File: config.mk
export PLATFORM = sky130hd
export DESIGN_NAME = gbm_regmap
export DESIGN_NICKNAME = d
export VERILOG_FILES = /design/src/hdl/gbm_pkg.sv /design/src/hdl/gbm_regmap.sv
export VERILOG_INCLUDE_DIRS = /design/src /design/src/hdl
export SDC_FILE = /design/constraint.sdc
export NUM_CORES = 1
export LEC_CHECK = 0
export ABC_AREA = 1
export BUFFER_PORTS_ARGS = -buffer_cell sky130_fd_sc_hd__buf_2
export CAP_MARGIN = 20
export CORE_AREA = 2 2 198 200
export DETAILED_ROUTE_END_ITERATION = 8
export DIE_AREA = 0 0 200 202
export PLACE_DENSITY = 0.65
export SYNTH_ARGS = -nofsm -noshare
export SYNTH_HDL_FRONTEND = slang
export SYNTH_SLANG_ARGS = --single-unit
File: constraint.sdc
create_clock -name clk_i -period 2.8 [get_ports clk_i]
set_clock_uncertainty 0.1 [all_clocks]
set_input_delay 0 -clock clk_i [delete_from_list [all_inputs] [get_ports clk_i]]
set_output_delay 0 -clock clk_i [all_outputs]
set_load 0.01 [all_outputs]
File: src/hdl/gbm_consts.svh
/*
 Register bank and I/O map constants: offsets, field positions, reset values.
 Assumes inclusion by the design file only.
*/
`ifndef GBM_CONSTS_SVH
`define GBM_CONSTS_SVH
`define GBM_GPR_LAST 12'h01F
`define GBM_DISP_FIRST 12'h1E0
`define GBM_DISP_LAST 12'h1F7
`define GBM_IO_FIRST 12'hF80
`define GBM_FMEM_INT_FIRST 12'hFB0
`define GBM_FMEM_INT_LAST 12'hFBF
`define GBM_FMEM_PORT_FIRST 12'hFF0
`define GBM_FMEM_PORT_LAST 12'hFF9
`define GBM_MBS_IO 4'hF
`define GBM_MBS_DISP 4'h1
`define GBM_MBS_GPR 4'h0
`define GBM_OFF_SP 12'hF80
`define GBM_OFF_RBS 12'hF82
`define GBM_OFF_MBS 12'hF83
`define GBM_OFF_SBS 12'hF84
`define GBM_OFF_BTM 12'hF85
`define GBM_OFF_BT 12'hF86
`define GBM_OFF_WDT 12'hF8B
`define GBM_OFF_DISPLAY_MODE 12'hF8C
`define GBM_OFF_DISPLAY_CONTROL 12'hF8E
`define GBM_OFF_LPS 12'hF8F
`define GBM_OFF_TM2 12'hF90
`define GBM_OFF_T2C 12'hF92
`define GBM_OFF_T2 12'hF94
`define GBM_OFF_TIMER2_MODULO 12'hF96
`define GBM_OFF_WM 12'hF98
`define GBM_OFF_TM0 12'hFA0
`define GBM_OFF_TIMER0_OUTPUT_ENABLE 12'hFA2
`define GBM_OFF_T0 12'hFA4
`define GBM_OFF_TIMER0_MODULO 12'hFA6
`define GBM_OFF_TM1 12'hFA8
`define GBM_OFF_FLAGS 12'hFB0
`define GBM_BIT_RBE 2'h0
`define GBM_BIT_MBE 2'h1
`define GBM_BIT_MODE 2'h3
`define GBM_BIT_T2_WO 2'h3
`define GBM_RST_SBS 4'h8
`define GBM_RST_4 4'h0
`define GBM_RST_8 8'h00
`define GBM_RD_UNDEF 8'h00
`endif

File: src/hdl/gbm_pkg.sv
/*
 Types for the register bank and I/O map block.
 Assumes gbm_consts.svh is on the include path.
*/
package gbm_pkg;
	typedef enum logic [2:0] {
		GBM_BIT = 3'b001,
		GBM_NIB = 3'b010,
		GBM_BYTE = 3'b100
	} gbm_width_t;
	typedef enum logic [3:0] {
		GBM_DIRECT = 4'b0001,
		GBM_FMEM = 4'b0010,
		GBM_IND_HL = 4'b0100,
		GBM_IND_DE = 4'b1000
	} gbm_mode_t;
	typedef struct packed {
		logic valid;
		logic wr;
		gbm_width_t width;
		gbm_mode_t mode;
		logic [11:0] addr;
		logic [1:0] bitno;
		logic [7:0] wdata;
	} gbm_req_t;
	typedef struct packed {
		logic valid;
		logic [7:0] rdata;
		logic gpr;
		logic io;
		logic disp;
		logic [11:0] eff_addr;
	} gbm_rsp_t;
	typedef struct packed {
		logic call;
		logic irq;
		logic irq_rbe;
		logic ret;
		logic bit_set;
		logic bit_clr;
		logic flag_mbe;
		logic sel_rb;
		logic sel_mb;
		logic [3:0] sel_val;
	} gbm_ctl_t;
endpackage

File: src/hdl/gbm_regmap.sv
/*
 Register bank selection, general register pairs and peripheral register
 decode of a 4-bit CPU. Assumes the execution unit presents one request per
 cycle on the same clock and handles the stack memory itself.
*/
// How it works
// - four banks of eight nibbles at 00H-1FH
// - active bank is enable AND select
// - enable flag saved on call, restored on return
// - interrupt entry loads enable from vector
// - bit instructions write enable, select instruction selects
// - bank layout A X L H E D C B
// - pairs from active bank and bit0-flipped bank
// - XA accumulator, HL DE DL pointers
// - F80H-FFFH decode to peripheral registers
// - display memory 1E0H-1F7H in memory bank 1
// - direct access needs enable 0 or select 15
// - fmem bits reachable in any bank setting
// - HL indirect nibble and byte accesses reach peripherals with enable 1 and select 15
// - stack pointer 8-bit only, bit0 zero
// - bank selects read 4 or 8 bits
// - watchdog enable write-only, cannot clear
// - mode registers bit-manipulable only on bit3
// - interval timer count read-only, 8-bit
// - timer0 output enable write-only bit
// - timer2 control bit3 write-only
`include "gbm_consts.svh"
`timescale 1ns/10ps
`default_nettype none
module gbm_regmap (
	input wire logic clk_i,
	input wire logic srst_i,
	input wire gbm_pkg::gbm_req_t req_i,
	input wire gbm_pkg::gbm_ctl_t ctl_i,
	input wire logic [7:0] bt_count_i,
	input wire logic [7:0] t2_count_i,
	input wire logic [7:0] t0_count_i,
	output gbm_pkg::gbm_rsp_t rsp_o,
	output logic [1:0] active_reg_bank_o,
	output logic reg_bank_enable_o,
	output logic mem_bank_enable_o,
	output logic [3:0] mem_bank_select_o,
	output logic [7:0] acc_pair_o,
	output logic [7:0] main_pointer_pair_o,
	output logic [7:0] aux_pointer_pair_o,
	output logic [7:0] aux_pointer_pair_b_o,
	output logic [7:0] general_pair_b_o,
	output logic [7:0] acc_pair_alt_o,
	output logic [7:0] stack_pointer_o,
	output logic [3:0] stack_bank_selection_o,
	output logic watchdog_enable_flag_o,
	output logic timer0_output_enable_o,
	output logic [31:0] ctl_regs_o
);

////////////////////////////////////////////////////////////////////////////
// Storage
logic [3:0] gpr_r [0:31];
logic reg_bank_enable_r;
logic [1:0] reg_bank_select_r;
logic mem_bank_enable_r;
logic [3:0] mem_bank_select_r;
logic [7:0] rbe_stack_r;
logic [6:0] sp_hi_r;
logic [3:0] sbs_r;
logic [3:0] btm_r;
logic wdt_r;
logic [7:0] display_mode_r;
logic [3:0] display_control_r;
logic [3:0] lps_r;
logic [7:0] tm2_r;
logic [3:0] t2c_r;
logic [7:0] timer2_modulo_r;
logic [7:0] wm_r;
logic [7:0] tm0_r;
logic timer0_output_enable_r;
logic [7:0] timer0_modulo_r;
logic [7:0] tm1_r;
gbm_pkg::gbm_rsp_t rsp_r;

// Bit merge used by the general registers and the btm_r and t2c_r nibbles
function automatic logic [3:0] bit_merge(input logic [3:0] old, input logic [1:0] b,
		input logic v);
	logic [3:0] r;
	r = old;
	r[b] = v;
	return r;
endfunction

// Register index inside a bank
function automatic logic [4:0] gpr_idx(input logic [1:0] bank, input logic [2:0] off);
	return {bank, off};
endfunction

////////////////////////////////////////////////////////////////////////////
// Bank and address decode
wire [1:0] rb;
wire [1:0] rb_alt;
wire mb_io_ok;
wire fmem_hit;
wire is_bit;
wire is_nib;
wire is_byte;
wire [11:0] ea;
wire in_io;
wire io_ok;
wire gpr_hit;
wire disp_hit;
wire wr_io;
wire nib_sel;
wire [7:0] wdat;
wire bit_val;
assign rb = reg_bank_select_r & {2{reg_bank_enable_r}};
assign rb_alt = {rb[1], ~rb[0]};
assign is_bit = (req_i.width == gbm_pkg::GBM_BIT);
assign is_nib = (req_i.width == gbm_pkg::GBM_NIB);
assign is_byte = (req_i.width == gbm_pkg::GBM_BYTE);
assign mb_io_ok = ~mem_bank_enable_r | (mem_bank_select_r == `GBM_MBS_IO);
assign fmem_hit = is_bit && (((req_i.addr >= `GBM_FMEM_INT_FIRST) &&
	(req_i.addr <= `GBM_FMEM_INT_LAST)) || ((req_i.addr >= `GBM_FMEM_PORT_FIRST) &&
	(req_i.addr <= `GBM_FMEM_PORT_LAST)));
// Byte access drops address bit 0 so a pair is always even-aligned
assign ea = is_byte ? {req_i.addr[11:1], 1'b0} : req_i.addr;
assign in_io = req_i.valid && (ea >= `GBM_IO_FIRST);
// HL indirect needs explicit select 15
assign io_ok = in_io && ((req_i.mode == gbm_pkg::GBM_FMEM) ? fmem_hit :
	(req_i.mode == gbm_pkg::GBM_IND_HL) ? (mem_bank_enable_r &&
	mem_bank_select_r == `GBM_MBS_IO && !is_bit) :
	(req_i.mode == gbm_pkg::GBM_DIRECT) ? mb_io_ok : 1'b0);
assign gpr_hit = req_i.valid && (ea <= `GBM_GPR_LAST) &&
	((req_i.mode == gbm_pkg::GBM_IND_DE) || !mem_bank_enable_r ||
	(mem_bank_select_r == `GBM_MBS_GPR));
assign disp_hit = req_i.valid && (ea >= `GBM_DISP_FIRST) && (ea <= `GBM_DISP_LAST) &&
	mem_bank_enable_r && (mem_bank_select_r == `GBM_MBS_DISP);
assign wr_io = io_ok && req_i.wr;
assign nib_sel = is_nib && ea[0];
assign wdat = req_i.wdata;
assign bit_val = req_i.wdata[0];

////////////////////////////////////////////////////////////////////////////
// Peripheral read mux
logic [7:0] io_rd;
always_comb begin
	io_rd = `GBM_RD_UNDEF;
	unique case ({ea[11:1], 1'b0})
		`GBM_OFF_SP: io_rd = is_byte ? {sp_hi_r, 1'b0} : `GBM_RD_UNDEF;
		`GBM_OFF_RBS: io_rd = is_byte ? {mem_bank_select_r, 2'b00, reg_bank_select_r} :
			(ea[0] ? {4'h0, mem_bank_select_r} : {6'h00, reg_bank_select_r});
		`GBM_OFF_SBS: io_rd = ea[0] ? `GBM_RD_UNDEF : {4'h0, sbs_r};
		`GBM_OFF_BT: io_rd = is_byte ? bt_count_i : `GBM_RD_UNDEF;
		`GBM_OFF_DISPLAY_MODE: io_rd = is_byte ? display_mode_r : `GBM_RD_UNDEF;
		`GBM_OFF_DISPLAY_CONTROL: io_rd = ea[0] ? {4'h0, lps_r} : {4'h0, display_control_r};
		`GBM_OFF_TM2: io_rd = tm2_r;
		`GBM_OFF_T2C: io_rd = {4'h0, 1'b0, t2c_r[2:0]};
		`GBM_OFF_T2: io_rd = t2_count_i;
		`GBM_OFF_TIMER2_MODULO: io_rd = timer2_modulo_r;
		`GBM_OFF_WM: io_rd = wm_r;
		`GBM_OFF_TM0: io_rd = tm0_r;
		`GBM_OFF_T0: io_rd = t0_count_i;
		`GBM_OFF_TIMER0_MODULO: io_rd = timer0_modulo_r;
		`GBM_OFF_TM1: io_rd = tm1_r;
		`GBM_OFF_FLAGS: io_rd = {4'h0, 2'b00, mem_bank_enable_r, reg_bank_enable_r};
		default: io_rd = `GBM_RD_UNDEF;
	endcase
end

logic [7:0] gpr_rd;
logic [7:0] rd_bit;
assign gpr_rd = {gpr_r[{ea[4:1], 1'b1}], gpr_r[{ea[4:1], 1'b0}]};
// Odd address picks the high nibble of the pair
wire [3:0] gpr_nib = ea[0] ? gpr_rd[7:4] : gpr_rd[3:0];
always_comb begin
	rd_bit = 8'h00;
	if (is_bit) begin
		rd_bit = {7'h00, io_rd[{ea[0] & nib_sel, req_i.bitno}]};
	end
end

////////////////////////////////////////////////////////////////////////////
// General registers
// pairs low nibble at even offset
genvar gi;
generate
	for (gi = 0; gi < 32; gi = gi + 1) begin : g_gpr
		wire hit_lo = gpr_hit && req_i.wr && (ea[4:0] == 5'(gi));
		wire hit_hi = gpr_hit && req_i.wr && is_byte && ({ea[4:1], 1'b1} == 5'(gi));
		always_ff @(posedge clk_i) begin
			if (srst_i) begin
				gpr_r[gi] <= `GBM_RST_4;
			end else if (hit_hi) begin
				gpr_r[gi] <= wdat[7:4];
			end else if (hit_lo) begin
				gpr_r[gi] <= is_bit ? bit_merge(gpr_r[gi], req_i.bitno, bit_val) : wdat[3:0];
			end
		end
	end
endgenerate

////////////////////////////////////////////////////////////////////////////
// Bank flags
wire flags_bit_wr = wr_io && is_bit && (ea == `GBM_OFF_FLAGS);
wire rbe_irq_push = ctl_i.call | ctl_i.irq;
logic rbe_nxt;
always_comb begin
	rbe_nxt = reg_bank_enable_r;
	// bit set or clear on enable
	if (ctl_i.bit_set && !ctl_i.flag_mbe) begin
		rbe_nxt = 1'b1;
	end else if (ctl_i.bit_clr && !ctl_i.flag_mbe) begin
		rbe_nxt = 1'b0;
	end else if (flags_bit_wr && req_i.bitno == `GBM_BIT_RBE) begin
		rbe_nxt = bit_val;
	end
	if (ctl_i.irq) begin
		rbe_nxt = ctl_i.irq_rbe;
	end else if (ctl_i.ret) begin
		rbe_nxt = rbe_stack_r[0];
	end
end

always_ff @(posedge clk_i) begin
	if (srst_i) begin
		reg_bank_enable_r <= 1'b0;
		rbe_stack_r <= `GBM_RST_8;
	end else begin
		reg_bank_enable_r <= rbe_nxt;
		if (rbe_irq_push) begin
			rbe_stack_r <= {rbe_stack_r[6:0], reg_bank_enable_r};
		end else if (ctl_i.ret) begin
			rbe_stack_r <= {1'b0, rbe_stack_r[7:1]};
		end
	end
end

always_ff @(posedge clk_i) begin
	if (srst_i) begin
		mem_bank_enable_r <= 1'b0;
		reg_bank_select_r <= 2'b00;
		mem_bank_select_r <= `GBM_RST_4;
	end else begin
		if (ctl_i.bit_set && ctl_i.flag_mbe) begin
			mem_bank_enable_r <= 1'b1;
		end else if (ctl_i.bit_clr && ctl_i.flag_mbe) begin
			mem_bank_enable_r <= 1'b0;
		end else if (flags_bit_wr && req_i.bitno == `GBM_BIT_MBE) begin
			mem_bank_enable_r <= bit_val;
		end
		if (ctl_i.sel_rb) begin
			reg_bank_select_r <= ctl_i.sel_val[1:0];
		end
		if (ctl_i.sel_mb) begin
			mem_bank_select_r <= ctl_i.sel_val;
		end
	end
end

////////////////////////////////////////////////////////////////////////////
// Peripheral registers
wire wa_byte = wr_io && is_byte;
wire wa_nib = wr_io && is_nib;
wire wa_bit = wr_io && is_bit;
// only bit 3 of the mode registers may be bit-written
wire bit3_ok = wa_bit && (req_i.bitno == `GBM_BIT_MODE);
always_ff @(posedge clk_i) begin
	if (srst_i) begin
		sp_hi_r <= 7'h00;
		sbs_r <= `GBM_RST_SBS;
		btm_r <= `GBM_RST_4;
		wdt_r <= 1'b0;
		display_mode_r <= `GBM_RST_8;
		display_control_r <= `GBM_RST_4;
		lps_r <= `GBM_RST_4;
		tm2_r <= `GBM_RST_8;
		t2c_r <= `GBM_RST_4;
		timer2_modulo_r <= `GBM_RST_8;
		wm_r <= `GBM_RST_8;
		tm0_r <= `GBM_RST_8;
		timer0_output_enable_r <= 1'b0;
		timer0_modulo_r <= `GBM_RST_8;
		tm1_r <= `GBM_RST_8;
	end else begin
		if (wa_byte && ea == `GBM_OFF_SP) begin
			sp_hi_r <= wdat[7:1];
		end
		if (wa_nib && ea == `GBM_OFF_SBS) begin
			sbs_r <= wdat[3:0];
		end
		if (wa_nib && ea == `GBM_OFF_BTM) begin
			btm_r <= wdat[3:0];
		end else if (bit3_ok && ea == `GBM_OFF_BTM) begin
			btm_r <= bit_merge(btm_r, `GBM_BIT_MODE, bit_val);
		end
		if (bit3_ok && ea == `GBM_OFF_WDT && bit_val) begin
			wdt_r <= 1'b1;
		end
		if (wa_byte && ea == `GBM_OFF_DISPLAY_MODE) begin
			display_mode_r <= wdat;
		end else if (bit3_ok && ea == `GBM_OFF_DISPLAY_MODE) begin
			display_mode_r[3] <= bit_val;
		end
		if (wa_nib && ea == `GBM_OFF_DISPLAY_CONTROL) begin
			display_control_r <= wdat[3:0];
		end
		if (wa_nib && ea == `GBM_OFF_LPS) begin
			lps_r <= wdat[3:0];
		end
		if (wa_byte && ea == `GBM_OFF_TM2) begin
			tm2_r <= wdat;
		end else if (bit3_ok && ea == `GBM_OFF_TM2) begin
			tm2_r[3] <= bit_val;
		end
		if ((wa_byte || wa_nib) && ea == `GBM_OFF_T2C) begin
			t2c_r <= wdat[3:0];
		end else if (wa_bit && ea == `GBM_OFF_T2C) begin
			t2c_r <= bit_merge(t2c_r, req_i.bitno, bit_val);
		end
		if (wa_byte && ea == `GBM_OFF_TIMER2_MODULO) begin
			timer2_modulo_r <= wdat;
		end
		if (wa_byte && ea == `GBM_OFF_WM) begin
			wm_r <= wdat;
		end
		if (wa_byte && ea == `GBM_OFF_TM0) begin
			tm0_r <= wdat;
		end else if (bit3_ok && ea == `GBM_OFF_TM0) begin
			tm0_r[3] <= bit_val;
		end
		if (wa_bit && ea == `GBM_OFF_TIMER0_OUTPUT_ENABLE) begin
			timer0_output_enable_r <= bit_val;
		end
		if (wa_byte && ea == `GBM_OFF_TIMER0_MODULO) begin
			timer0_modulo_r <= wdat;
		end
		if (wa_byte && ea == `GBM_OFF_TM1) begin
			tm1_r <= wdat;
		end else if (bit3_ok && ea == `GBM_OFF_TM1) begin
			tm1_r[3] <= bit_val;
		end
	end
end

////////////////////////////////////////////////////////////////////////////
// Answer and pair outputs, all registered
// write-only spots answer a fixed value when read
wire [7:0] rd_mux = is_bit ? (io_ok ? rd_bit : {7'h00, gpr_nib[req_i.bitno]}) :
	io_ok ? io_rd : gpr_hit ? (is_byte ? gpr_rd : {4'h0, gpr_nib}) : `GBM_RD_UNDEF;
always_ff @(posedge clk_i) begin
	if (srst_i) begin
		rsp_r <= '0;
	end else begin
		rsp_r.valid <= req_i.valid && !req_i.wr;
		rsp_r.rdata <= rd_mux;
		rsp_r.gpr <= gpr_hit;
		rsp_r.io <= io_ok;
		rsp_r.disp <= disp_hit;
		rsp_r.eff_addr <= ea;
	end
end
assign rsp_o = rsp_r;

logic [7:0] xa_r;
logic [7:0] hl_r;
logic [7:0] de_r;
logic [7:0] dl_r;
logic [7:0] bc_r;
logic [7:0] xa_alt_r;
always_ff @(posedge clk_i) begin
	if (srst_i) begin
		xa_r <= `GBM_RST_8;
		hl_r <= `GBM_RST_8;
		de_r <= `GBM_RST_8;
		dl_r <= `GBM_RST_8;
		bc_r <= `GBM_RST_8;
		xa_alt_r <= `GBM_RST_8;
	end else begin
		xa_r <= {gpr_r[gpr_idx(rb, 3'd1)], gpr_r[gpr_idx(rb, 3'd0)]};
		hl_r <= {gpr_r[gpr_idx(rb, 3'd3)], gpr_r[gpr_idx(rb, 3'd2)]};
		de_r <= {gpr_r[gpr_idx(rb, 3'd5)], gpr_r[gpr_idx(rb, 3'd4)]};
		dl_r <= {gpr_r[gpr_idx(rb, 3'd5)], gpr_r[gpr_idx(rb, 3'd2)]};
		bc_r <= {gpr_r[gpr_idx(rb, 3'd7)], gpr_r[gpr_idx(rb, 3'd6)]};
		xa_alt_r <= {gpr_r[gpr_idx(rb_alt, 3'd1)], gpr_r[gpr_idx(rb_alt, 3'd0)]};
	end
end

logic [1:0] rb_r;
always_ff @(posedge clk_i) begin
	if (srst_i) begin
		rb_r <= 2'b00;
	end else begin
		rb_r <= rb;
	end
end

assign active_reg_bank_o = rb_r;
assign reg_bank_enable_o = reg_bank_enable_r;
assign mem_bank_enable_o = mem_bank_enable_r;
assign mem_bank_select_o = mem_bank_select_r;
assign acc_pair_o = xa_r;
assign main_pointer_pair_o = hl_r;
assign aux_pointer_pair_o = de_r;
assign aux_pointer_pair_b_o = dl_r;
assign general_pair_b_o = bc_r;
assign acc_pair_alt_o = xa_alt_r;
assign stack_pointer_o = {sp_hi_r, 1'b0};
assign stack_bank_selection_o = sbs_r;
assign watchdog_enable_flag_o = wdt_r;
assign timer0_output_enable_o = timer0_output_enable_r;
assign ctl_regs_o = {tm1_r, tm0_r, btm_r, t2c_r, display_mode_r};

endmodule
`default_nettype wire

# Word level (Yosys, flattened, before mapping)
# Memory sizes are Yosys's and may differ from the RTL's. A register that Yosys moved wholly into a read port is not among the register bits.
# Cells that the tools add are included.
[word_totals]
regBits = 151
ram_bits = 128
inputBits = 70
out_inout_bits = 126
elab_cells = 632
mem_count = 1
[op_classes]
magnitude_cmp = 11
n_eq_ne = 89
mux = 321
bitwise = 54
reduce_logical = 121
[memory_table]
columns = ["memory", "words", "width", "read_ports", "rd_clocked_by_memory_dff", "wr", "line_no", "rtl"]
rows = [
  ["gpr_r", 32, 4, 44, 8, 32, "gbm_regmap.sv:58", "logic [3:0] gpr_r [0:31];"],
]
[ops]
columns = ["op", "count"]
rows = [
  ["two-way mux 4 bit", 88],
  ["equality test 12 bit, second input constant", 16],
  ["two-way mux 1 bit", 186],
  ["equality test 11 bit, second input constant", 16],
  ["bitwise mux 4 bit", 33],
  ["case mux 8 bit (16 select lines)", 1],
  ["logical AND 1 bit", 100],
  ["equality test 5 bit, second input constant", 16],
  ["two-way mux 8 bit", 10],
  ["bitwise OR 1 bit", 50],
  ["equality test 4 bit, second input constant", 10],
  ["equality test 5 x 4 -> 1 bit, second input constant", 8],
  ["greater-or-equal comparator 12 bit, second input constant", 3],
  ["less-or-equal comparator 12 bit, second input constant", 2],
  ["equality test 4 x 3 -> 1 bit, second input constant", 5],
  ["equality test 5 x 3 -> 1 bit, second input constant", 4],
  ["nonzero test 2 bit", 7],
  ["equality test 4 x 1 -> 1 bit, second input constant", 3],
  ["equality test 4 x 2 -> 1 bit, second input constant", 3],
  ["greater-or-equal comparator 12 x 9 -> 1 bit, second input constant", 1],
  ["less-or-equal comparator 12 x 5 -> 1 bit, second input constant", 1],
  ["less-or-equal comparator 12 x 9 -> 1 bit, second input constant", 1],
  ["equality test 5 x 2 -> 1 bit, second input constant", 2],
  ["zero test 4 bit", 2],
  ["21 further kinds", 28],
]

# Longest topological paths before layout
# Gate-level depths: netlist of the first run.
[logic_depth]
word_depth = 15
depth_mapped = 17
ltp_nobuf = 16

# Worst setup path before layout of the first run
# OpenSTA, ideal clock, no wires.
[synth_path]
kind = "flip-flop to flip-flop"
start = "reg mem_bank_select_r[3], in the netlist mem_bank_select_o[3]"
end = "mem gpr_r[16][0] (enable)"
setup_ps = 361
arrival_ps = 1872
required_time_ps = 2339
slack_ps = 467
stages_incl_launch_ff = 11
n_path_buf = 1
synth_period_minus_slack_ps = 2333
path_cell_list = "dfxtp_1 -> inv_1 -> nand4_1 -> o311ai_1 -> nand2_1 -> nor2_4 -> inv_2 -> nor2_1 -> buf_2 -> inv_1 -> o21ai_0"
[synth_lines]
columns = ["item", "line_no", "rtl"]
rows = [
  ["start: declaration", "gbm_regmap.sv:62", "logic [3:0] mem_bank_select_r;"],
  ["start signal: assignment", "gbm_regmap.sv:239", "mem_bank_select_r <= `GBM_RST_4;"],
  ["start signal: assignment", "gbm_regmap.sv:252", "mem_bank_select_r <= ctl_i.sel_val;"],
  ["end: declaration", "gbm_regmap.sv:58", ""],
]

# Worst setup path in the final report of the first run
[layout_path]
start = "in req_i[13] in the netlist's numbering"
end = "reg rsp_r (netlist bit rsp_o[17])"
[layout_between]
elab_chain_len = 8
word_cells_on_any_way = 38
cone_classes = "order compare: 6; eq/ne: 16; mux: 7; reduce/logical: 8; memory: 1"
[layout_rtl]
columns = ["item", "line_no", "rtl"]
rows = [
  ["start: declaration", "gbm_regmap.sv:33", "input wire gbm_pkg::gbm_req_t req_i,"],
  ["greater-or-equal comparator 12 bit (no source line) or less-or-equal comparator 12 bit (tied branches)", "-", ""],
  ["logical AND 1 bit (on tied branches)", "gbm_regmap.sv:119, gbm_regmap.sv:120", ""],
  ["logical OR 1 bit", "gbm_regmap.sv:119", "assign fmem_hit = is_bit && (((req_i.addr >= `GBM_FMEM_INT_FIRST) &&"],
  ["logical AND 1 bit", "gbm_regmap.sv:119", ""],
  ["two-way mux 1 bit", "gbm_regmap.sv:126", "assign io_ok = in_io && ((req_i.mode == gbm_pkg::GBM_FMEM) ? fmem_hit :"],
  ["logical AND 1 bit", "gbm_regmap.sv:126", ""],
  ["two-way mux 8 bit (no source line) (*) (2 in series)", "-", ""],
  ["end: declaration", "gbm_regmap.sv:79", "gbm_pkg::gbm_rsp_t rsp_r;"],
]
# Mark *: on every way between the ends. The rest lies on a longest branch, timed or not.
# A chain may end at the register's enable or synchronous reset.

==> impl_metrics.tcl, run 1 <==
set metrics [dict create \
    relSlewSlack 0.427 \
    worst_setup_path_end_kind "flip-flop" \
    drt_iter0_markers 2512 \
    numCtsBuffers 35 \
    synthCells 2347 \
    clockPowerShare 0.439 \
    async_reset_ff_frac 0 \
    fp-row-count 72 \
    synth_area_per_cell_um2 6.96 \
    area_growth_pct 22.5 \
    syn_nets 2417 \
    fill_cells 3789 \
    vias 18400 \
    rsz0062_at_grt "false" \
    mostFrequentLayoutCell "nand2_1" \
    die_x_um 200 \
    synth-main-ff-cell "dfxtp_1" \
    placed_cell_area_um2 18300 \
    r2r_setup_slack_ps 180 \
    period_share 0.955 \
    leakagePower_uw 0.00842 \
    grt_max_degree 78 \
    fin_area_um2 20000 \
    fin_cells 3156 \
    cpMostUsedCell "nand2_1" \
    cpPeakStageDelay_ps 590 \
    layout_common_cells "496 x nand2_1, 310 x nor2_1, 279 x a21oi_1" \
    die-area_um2 40400 \
    worstPathRequired_ps 3130 \
    hpwl_um 51000 \
    powerDensity_nw_per_um2 524 \
    drt_pre_antenna_iters 7 \
    worstHoldEndpoint "rsp_o[14]" \
    finish.utilization 0.523 \
    largest_reg_flops 128 \
    power_frac_seq 0.444 \
    synthDominantCellAreaShare 0.235 \
    dp_slack_ps 194 \
    cp.buffers_inverters 4 \
    initial_core_util 0.427 \
    sw_frac_of_total 0.267 \
    max_freq_mhz 374 \
    crit_chain "dlygate4sd3_1 > buf_2 > inv_1 > nand2_1 > nor2_2 > inv_1 > nor2_1 > nand2_1 > nand2_1 > nor2_1 > nand3_1 > o21ai_0 > a21oi_1" \
    nets 2681 \
    p_sw_uw 2800 \
    drtAntennaViolNets 0 \
    holdCritStartpoint "req_i[23]" \
    cts_sinks 295 \
    critPathSlowestCell "nor2_2" \
    antenna_found_initial 0 \
    clk_latency_ps 550 \
    yosys-top-cells-area "edfxtp_1 24%, dfxtp_1 20%, nand2_1 11%, a21oi_1 8.6%, o21ai_0 7.5%" \
    post_cts_buffers 0 \
    crit_type "in2reg" \
    path_delay_family "simple AND/OR/NAND/NOR gates" \
    synth-seq-cells 295 \
    overflow 0 \
    cts_tree "yes" \
    worstSetupStartpointType "primary input" \
    p_comb_frac 0.116 \
    internal-power_uw 7700 \
    h-tree-depth 2 \
    drc 0 \
    yosys.area.top_type "edfxtp_1" \
    hold_violations 0 \
    setup-tns-final_ps 0 \
    die_h_um 202 \
    regToRegStartpoint "mem_bank_select_o[3]" \
    status "finished, final reports clean" \
    gp_congestion 1.00 \
    yosysWarnings 0 \
    port_buffers 194 \
    routed_wl_um 69900 \
    crit_fanout 9 \
    synth_edf_count 128 \
    rr_worst_depth 11 \
    tightest_slew_ps 859 \
    yosysSeqAreaShare 0.440 \
    cp.arrival_ps 3010 \
    rr_endpoint "gpr_r[12][0]" \
    ir_drop_mv 0.345 \
    syn_area_um2 16300 \
    path_clk_slew_ps 60 \
    clock_path_buffers 3 \
    coreArea_um2 38300 \
    via_per_inst 5.84 \
    dp_cells 3036 \
    setup_viol 0 \
    wl_per_cell_um 22.1 \
    slew_violations 0 \
    grt_pass1_vias 17400 \
    cap_violations 0 \
    io_pins 196 \
    drive_above_1_share 0.156 \
    clock-root-buffer "clkbuf_16" \
    setup_slack_ps 125 \
    hp-class "in2reg" \
    layout_min_cycle_time_ps 2670 \
    synth_cell_types 42 \
    grt_pass1_wl_um 105000 \
    top_register "gpr_r" \
    grtUsageTotal 0.346 \
    min_path_cells 5 \
]
## power groups by stage
stage / Clock [µW] / Combinational [µW] / Sequential [µW]
after global routing: 4830 / 1290 / 4670
final: 4610 / 1220 / 4660
after CTS: 4670 / 1170 / 4660
after detailed placement: 0 / 1100 / 4750
after floorplan: 0 / 564 / 4750
after global placement: 0 / 1100 / 4750
## worst min-delay path, delay by kind of cell
family                 cells  cell delay, ps
AO/OA/AOI/OAI              1             170
buffers and inverters      2             240
AND/OR/NAND/NOR            2             220
## stage by stage
step | power (µW) | hold slack (ps)
after floorplan | 5320 | 6.97
after global placement | 5850 | 153
after detailed placement | 5850 | 156
after CTS | 10500 | 22.3
after global routing | 10800 | 61.9
final | 10500 | 25.7
## cells by family after synthesis
group                  count (synthesis)  synth area share
AND/OR/NAND/NOR                     1079             0.280
AO/OA/AOI/OAI                        596             0.190
buffers and inverters                376            0.0901
flip-flops                           295             0.440
other                                  1          0.000229
## routing by layer
layer,vias to the layer above,GRT usage,wire length (µm)
li1,8365,-,-
met1,8446,0.466,27200
met2,1336,0.524,30300
met3,271,0.0662,8330
met4,0,0.182,4050
met5,-,0,0
## synthesized netlist by cell type, drive strengths merged (40+ instances only)
library cell	instances
o21ai	246
nor2	331
edfxtp	128
nand2	504
inv	233
a21oi	280
nand3	155
clkbuf	95
buf	40
o22ai	41
nand4	52
dfxtp	167
## final cells by class
type | instances | area, µm² | share of cell area
Antenna cell | 1 | 2.50 | 0.000125
Clock buffer | 55 | 1080 | 0.0538
Clock inverter | 8 | 71.3 | 0.00356
Inverter | 241 | 905 | 0.0452
Multi-Input combinational cell | 1676 | 7710 | 0.385
Sequential cell | 295 | 7190 | 0.359
Tap cell | 518 | 648 | 0.0324
Timing Repair Buffer | 362 | 2410 | 0.121
## worst max path at each step
stage	from	end	slack [ps]	depth (start not counted)
final	req_i[13]	rsp_o[17]	130	13
after global routing	req_i[28]	reg_bank_enable_o	10	15
after CTS	mem_bank_select_o[3]	gpr_r[0][3]	190	9
after detailed placement	req_i[24]	gpr_r[0][3]	190	10
after global placement	mem_bank_select_o[3]	gpr_r[12][0]	220	11
after floorplan	mem_bank_select_o[3]	gpr_r[16][0]	470	10
## timing repair
item	4_1_cts	5_1_grt
endpoints found under the setup margin	0	95
hold buffers	56	0
gates resized for setup	0	8
endpoints found under the hold margin	143	0
Note: power is estimated with default switching activity, not from simulation.
==> run 2, diff against run 1 <==
- CELL_PAD_IN_SITES_DETAIL_PLACEMENT: unset -> 1
- CELL_PAD_IN_SITES_GLOBAL_PLACEMENT: unset -> 2
- CORE_AREA: 2 2 198 200 -> 2 2 226 228
- DIE_AREA: 0 0 200 202 -> 0 0 228 230
- PLACE_DENSITY: 0.65 -> 0.83
==> run 2 against run 1 <==
Effect of this change:
- cell count grew 6.1%
- critical path depth shrank 1
- sequential share of layout area shrank 0.94 points
- cell area grew 2.7%
- combinational power grew 5%
- core utilization shrank 11 points
- non-clock buffer count grew 37
- worst hold slack gained 7.0 ps
==> impl_metrics.tcl, run 2 (synthesis results as in run 1) <==
set metrics [dict create \
    status "finished, final reports clean" \
    die_h_um 230 \
    crit_chain "dlygate4sd3_1 > buf_2 > nand2_1 > nand2_2 > buf_4 > nor2_1 > inv_1 > nor2_1 > inv_1 > nor3_1 > inv_1 > o21ai_0" \
    drt_pre_antenna_iters 6 \
    regToRegStartpoint "mem_bank_select_o[2]" \
    holdWs_ps 32.7 \
    grt_pass1_vias 18800 \
    drt_iter0_markers 1649 \
    period_share 0.955 \
    io_pins 196 \
    port_buffers 194 \
    grt_pass1_wl_um 117000 \
    initial_core_util 0.328 \
    drtAntennaViolNets 0 \
    layout_min_cycle_time_ps 2670 \
    area_growth_pct 25.7 \
    die_x_um 228 \
    antenna_found_initial 3 \
    clock-root-buffer "clkbuf_16" \
    numCtsBuffers 35 \
    crit_fanout 12 \
    ir_drop_mv 0.360 \
    leakagePower_uw 0.00862 \
    relSlewSlack 0.542 \
    worst_setup_path_end_kind "flip-flop" \
    hpwl_um 59300 \
    layout_common_cells "497 x nand2_1, 307 x nor2_1, 279 x a21oi_1" \
    slew_violations 0 \
    fin_area_um2 20500 \
    cpMostUsedCell "inv_1" \
    critPathSlowestCell "dlygate4sd3_1" \
    largest_reg_flops 128 \
    cp.arrival_ps 2830 \
    mostFrequentLayoutCell "nand2_1" \
    holdCritStartpoint "req_i[14]" \
    rsz0062_at_grt "true" \
    setup_viol 0 \
    drc 0 \
    nets 2718 \
    drive_above_1_share 0.166 \
    startpoint "req_i[28]" \
    top_register "gpr_r" \
    fp-row-count 82 \
    vias 18400 \
    hold_violations 0 \
    crit_type "in2reg" \
    hp-class "in2reg" \
    fill_cells 6389 \
    coreArea_um2 49900 \
    gp_congestion 0.943 \
    clk_latency_ps 570 \
    tightest_slew_ps 680 \
    post_cts_buffers 0 \
    worstPathRequired_ps 2960 \
    h-tree-depth 2 \
    wl_per_cell_um 23.6 \
    cpPeakStageDelay_ps 540 \
    cts_tree "yes" \
    via_per_inst 5.50 \
    overflow 0 \
    cts_sinks 295 \
    clock_path_buffers 3 \
    cap_violations 0 \
    path_clk_slew_ps 60 \
    powerDensity_nw_per_um2 521 \
    worstSetupStartpointType "primary input" \
    grtUsageTotal 0.294 \
    routed_wl_um 79100 \
    grt_max_degree 78 \
    die-area_um2 52400 \
    placed_cell_area_um2 18800 \
    max_freq_mhz 374 \
]
-- run 2: cell count changes in the layout (fill, tap and decap cells not counted), sizes merged --
cell / before / now
dlygate4sd3: 56 / 57
buf: 306 / 342
clkinv: 12 / 13
diode: 1 / 3
inv: 235 / 233
bufinv: 1 / 3
clkinvlp: 1 / 0
-- run 2: area by class of cell --
cell class | instances | area, µm² | area share
Timing Repair Buffer | 399 | 2740 | 0.133
Antenna cell | 3 | 7.51 | 0.000365
Multi-Input combinational cell | 1676 | 7710 | 0.375
Clock inverter | 8 | 110 | 0.00536
Clock buffer | 55 | 1050 | 0.0510
Sequential cell | 295 | 7190 | 0.350
Inverter | 241 | 905 | 0.0440
Tap cell | 672 | 841 | 0.0409
-- run 2: layer usage --
| layer | share of wire | track usage | up-vias | routed length (µm) |
|---|---|---|---|---|
| met3 | 0.071 | 0.0490 | 184 | 5630 |
| met2 | 0.45 | 0.478 | 760 | 36000 |
| met4 | 0.045 | 0.131 | 0 | 3530 |
| li1 | - | - | 8447 | - |
| met5 | 0 | 0 | - | 0 |
| met1 | 0.43 | 0.383 | 9026 | 34000 |
-- run 2: worst max-delay path: cells and delay by family --
| kind | cells | cell delay, ps |
|---|---|---|
| buffers and inverters | 6 | 1350 |
| AND/OR/NAND/NOR | 5 | 1250 |
| AO/OA/AOI/OAI | 1 | 230 |
-- run 2: final timing paths --
path / endpoint / slack (ps) / depth (start not counted)
hold / removal: gpr_r[13][0] / 30 / 4
setup / recovery: gpr_r[11][2] / 130 / 12
hold reg to reg: watchdog_enable_flag_o / 350 / 2
setup reg to reg: reg_bank_enable_o / 150 / 13
-- run 2: report_power, final --
part,total (µW),internal [µW],leakage (µW),switching (µW)
clock network,4760,2840,0.000563,1920
logic,1280,396,0.00536,886
registers,4670,4590,0.00269,78.7
-- run 2: stage by stage --
stage | worst slack (ps) | setup TNS (ps) | total power, µW | std cells | utilization
final | 127 | 0 | 10700 | 3349 | 0.412
after global routing | -15.5 | -15.5 | 11000 | 3348 | 0.412
after CTS | 91.9 | 0 | 10700 | 3346 | 0.412
after detailed placement | 109 | 0 | 5940 | 3226 | 0.377
after global placement | 181 | 0 | 5920 | 3226 | 0.377
after floorplan | 467 | 0 | 5320 | 2347 | -
-- run 2: what timing repair did --
action	4_1_cts	5_1_grt
hold buffers	57	0
endpoints found under the hold margin	131	0
resized for setup	0	6
endpoints found under the setup margin	0	7
==> run 3, diff against run 2 <==
--- a/config.mk
+++ b/config.mk
@@ -12,8 +12,9 @@
 export CELL_PAD_IN_SITES_DETAIL_PLACEMENT = 1
 export CELL_PAD_IN_SITES_GLOBAL_PLACEMENT = 2
-export CORE_AREA = 2 2 226 228
+export CORE_AREA = 2 2 223 225
+export CTS_BUF_LIST = sky130_fd_sc_hd__clkbuf_4
 export DETAILED_ROUTE_END_ITERATION = 8
-export DIE_AREA = 0 0 228 230
-export PLACE_DENSITY = 0.83
+export DIE_AREA = 0 0 225 227
+export PLACE_DENSITY = 0.85
 export SYNTH_ARGS = -nofsm -noshare
 export SYNTH_HDL_FRONTEND = slang
--- a/constraint.sdc
+++ b/constraint.sdc
@@ -3,3 +3,3 @@
 set_input_delay 0 -clock clk_i [delete_from_list [all_inputs] [get_ports clk_i]]
 set_output_delay 0 -clock clk_i [all_outputs]
-set_load 0.01 [all_outputs]
+set_load 0.02 [all_outputs]
==> run 3 against run 2 <==
Effect of this change:
- the run now ends with negative setup slack left
- worst setup slack worse by 140 ps
- global-route usage is 2.8 points higher
- critical path type unchanged
- fmax shrank 5.1%
==> impl_metrics.tcl, run 3 (synthesis results as in run 1) <==
set metrics [dict create \
    coreArea_um2 48500 \
    grt_max_degree 78 \
    slew_violations 0 \
    layout_common_cells "494 x nand2_1, 299 x nor2_1, 275 x a21oi_1" \
    routed_wl_um 82700 \
    leakagePower_uw 0.00897 \
    rsz0062_at_grt "true" \
    layout_min_cycle_time_ps 2820 \
    grtUsageTotal 0.321 \
    initial_core_util 0.337 \
    nets 2826 \
    area_growth_pct 29.2 \
    worst_setup_path_end_kind "flip-flop" \
    worstPathRequired_ps 3470 \
    hpwl_um 59000 \
    via_per_inst 5.61 \
    cp.buffers_inverters 6 \
    clk_latency_ps 860 \
    crit_chain "dlygate4sd3_1 > buf_2 > dlygate4sd3_1 > inv_1 > nand2_1 > nor2_2 > buf_6 > nand3_1 > nor2_2 > nor2_1 > nand2_1 > nor2_1 > a21oi_1 > dlygate4sd3_1" \
    mostFrequentLayoutCell "nand2_1" \
    die_h_um 227 \
    crit_type "in2reg" \
    worstSetupStartpointType "primary input" \
    die-area_um2 51100 \
    cpMostUsedCell "dlygate4sd3_1" \
    grt_pass1_wl_um 122000 \
    clock-root-buffer "clkbuf_4" \
    critPathSlowestCell "dlygate4sd3_1" \
    ir_drop_mv 0.236 \
    dp_cells 3176 \
    die_x_um 225 \
    fp-row-count 81 \
    cap_violations 0 \
    antenna_found_initial 4 \
    drt_pre_antenna_iters 5 \
    top_register "gpr_r" \
    clock_path_buffers 3 \
    largest_reg_flops 128 \
    crit_fanout 16 \
    path_clk_slew_ps 70 \
    setup_viol 1 \
    overflow 0 \
    path_delay_family "buffers and inverters" \
    powerDensity_nw_per_um2 485 \
    hp-class "in2reg" \
    drtAntennaViolNets 0 \
    power_uw 10200 \
    port_buffers 194 \
    violations "negative setup slack" \
    h-tree-depth 3 \
    gp_congestion 0.957 \
    max_freq_mhz 355 \
    io_pins 196 \
    cts_sinks 295 \
    cts_tree "yes" \
    drc 0 \
    fin_cells 3450 \
    vias 19400 \
    hold_violations 0 \
    drt_iter0_markers 1771 \
    cpPeakStageDelay_ps 620 \
    cp.arrival_ps 3480 \
    grt_pass1_vias 19700 \
    tightest_slew_ps 744 \
    wl_per_cell_um 24.0 \
    period_share 1.01 \
    status "finished with violations" \
    numCtsBuffers 85 \
    setup_slack_ps -15.8 \
    relSlewSlack 0.503 \
    drive_above_1_share 0.197 \
]
==> run 3: final timing paths <==
| check | start | end | slack (ps) | depth (start not counted) |
|---|---|---|---|---|
| worst max-delay path | req_i[16] | rsp_o[20] | -20 | 14 |
| worst min-delay path | t0_count_i[1] | rsp_o[15] | 60 | 11 |
| worst max register to register | mem_bank_select_o[0] | reg_bank_enable_o | 80 | 12 |
| worst min register to register | lps_r[0] | lps_r[0] | 360 | 2 |
==> run 3: layer usage <==
metal	vias to the layer above	GRT usage	wire length, µm
met3	238	0.0516	6250
met2	963	0.518	37700
li1	8720	-	-
met5	-	0	0
met4	0	0.168	4170
met1	9433	0.416	34600
==> run 3: what timing repair did <==
| action | in CTS | in global routing |
|---|---|---|
| endpoints found under the setup margin | 0 | 184 |
| resized for setup | 0 | 32 |
| hold buffers | 111 | 0 |
| endpoints found under the hold margin | 310 | 0 |
| buffers inserted | 0 | 4 |
==> run 3: through the flow <==
stage / TNS (ps) / util / hold slack (ps) / instance area [µm²] / worst slack [ps]
floorplan: 0 / - / 6.97 / 16300 / 414
global placement: 0 / 0.387 / 155 / 18800 / 188
detailed placement: 0 / 0.387 / 166 / 18800 / 176
CTS: 0 / 0.432 / 0.335 / 21000 / 15.8
global route: -160 / 0.435 / 60.0 / 21100 / -59.7
finish: -15.8 / 0.435 / 64.0 / 21100 / -15.8
==> run 3: report_power, final <==
| group | total, µW | switching, µW | leakage [µW] | internal, µW |
|---|---|---|---|---|
| registers | 4670 | 79.1 | 0.00269 | 4590 |
| logic | 1410 | 963 | 0.00563 | 445 |
| clock network | 4150 | 2080 | 0.000650 | 2070 |
| total | 10200 | 3120 | 0.00897 | 7110 |
==> run 3: area by class of cell <==
| type | count | area, µm² |
|---|---|---|
| Timing Repair Buffer | 457 | 3380 |
| Clock buffer | 127 | 953 |
| Clock inverter | 29 | 113 |
| Antenna cell | 3 | 7.51 |
| Inverter | 241 | 905 |
| Fill cell | 6209 | 27400 |
| Tap cell | 622 | 778 |
| Multi-Input combinational cell | 1676 | 7790 |
| Sequential cell | 295 | 7190 |
==> run 3: tightest hold or removal path, stage by stage <==
cell      delay [ps]
buf_2             80
nand4_1          180
nand2_1          140
nor2_1            50
nand2_1           80
o21bai_1          70
nand2_1           60
nor2_1            40
nand2_1           50
nand3_1           60
a21oi_1          150
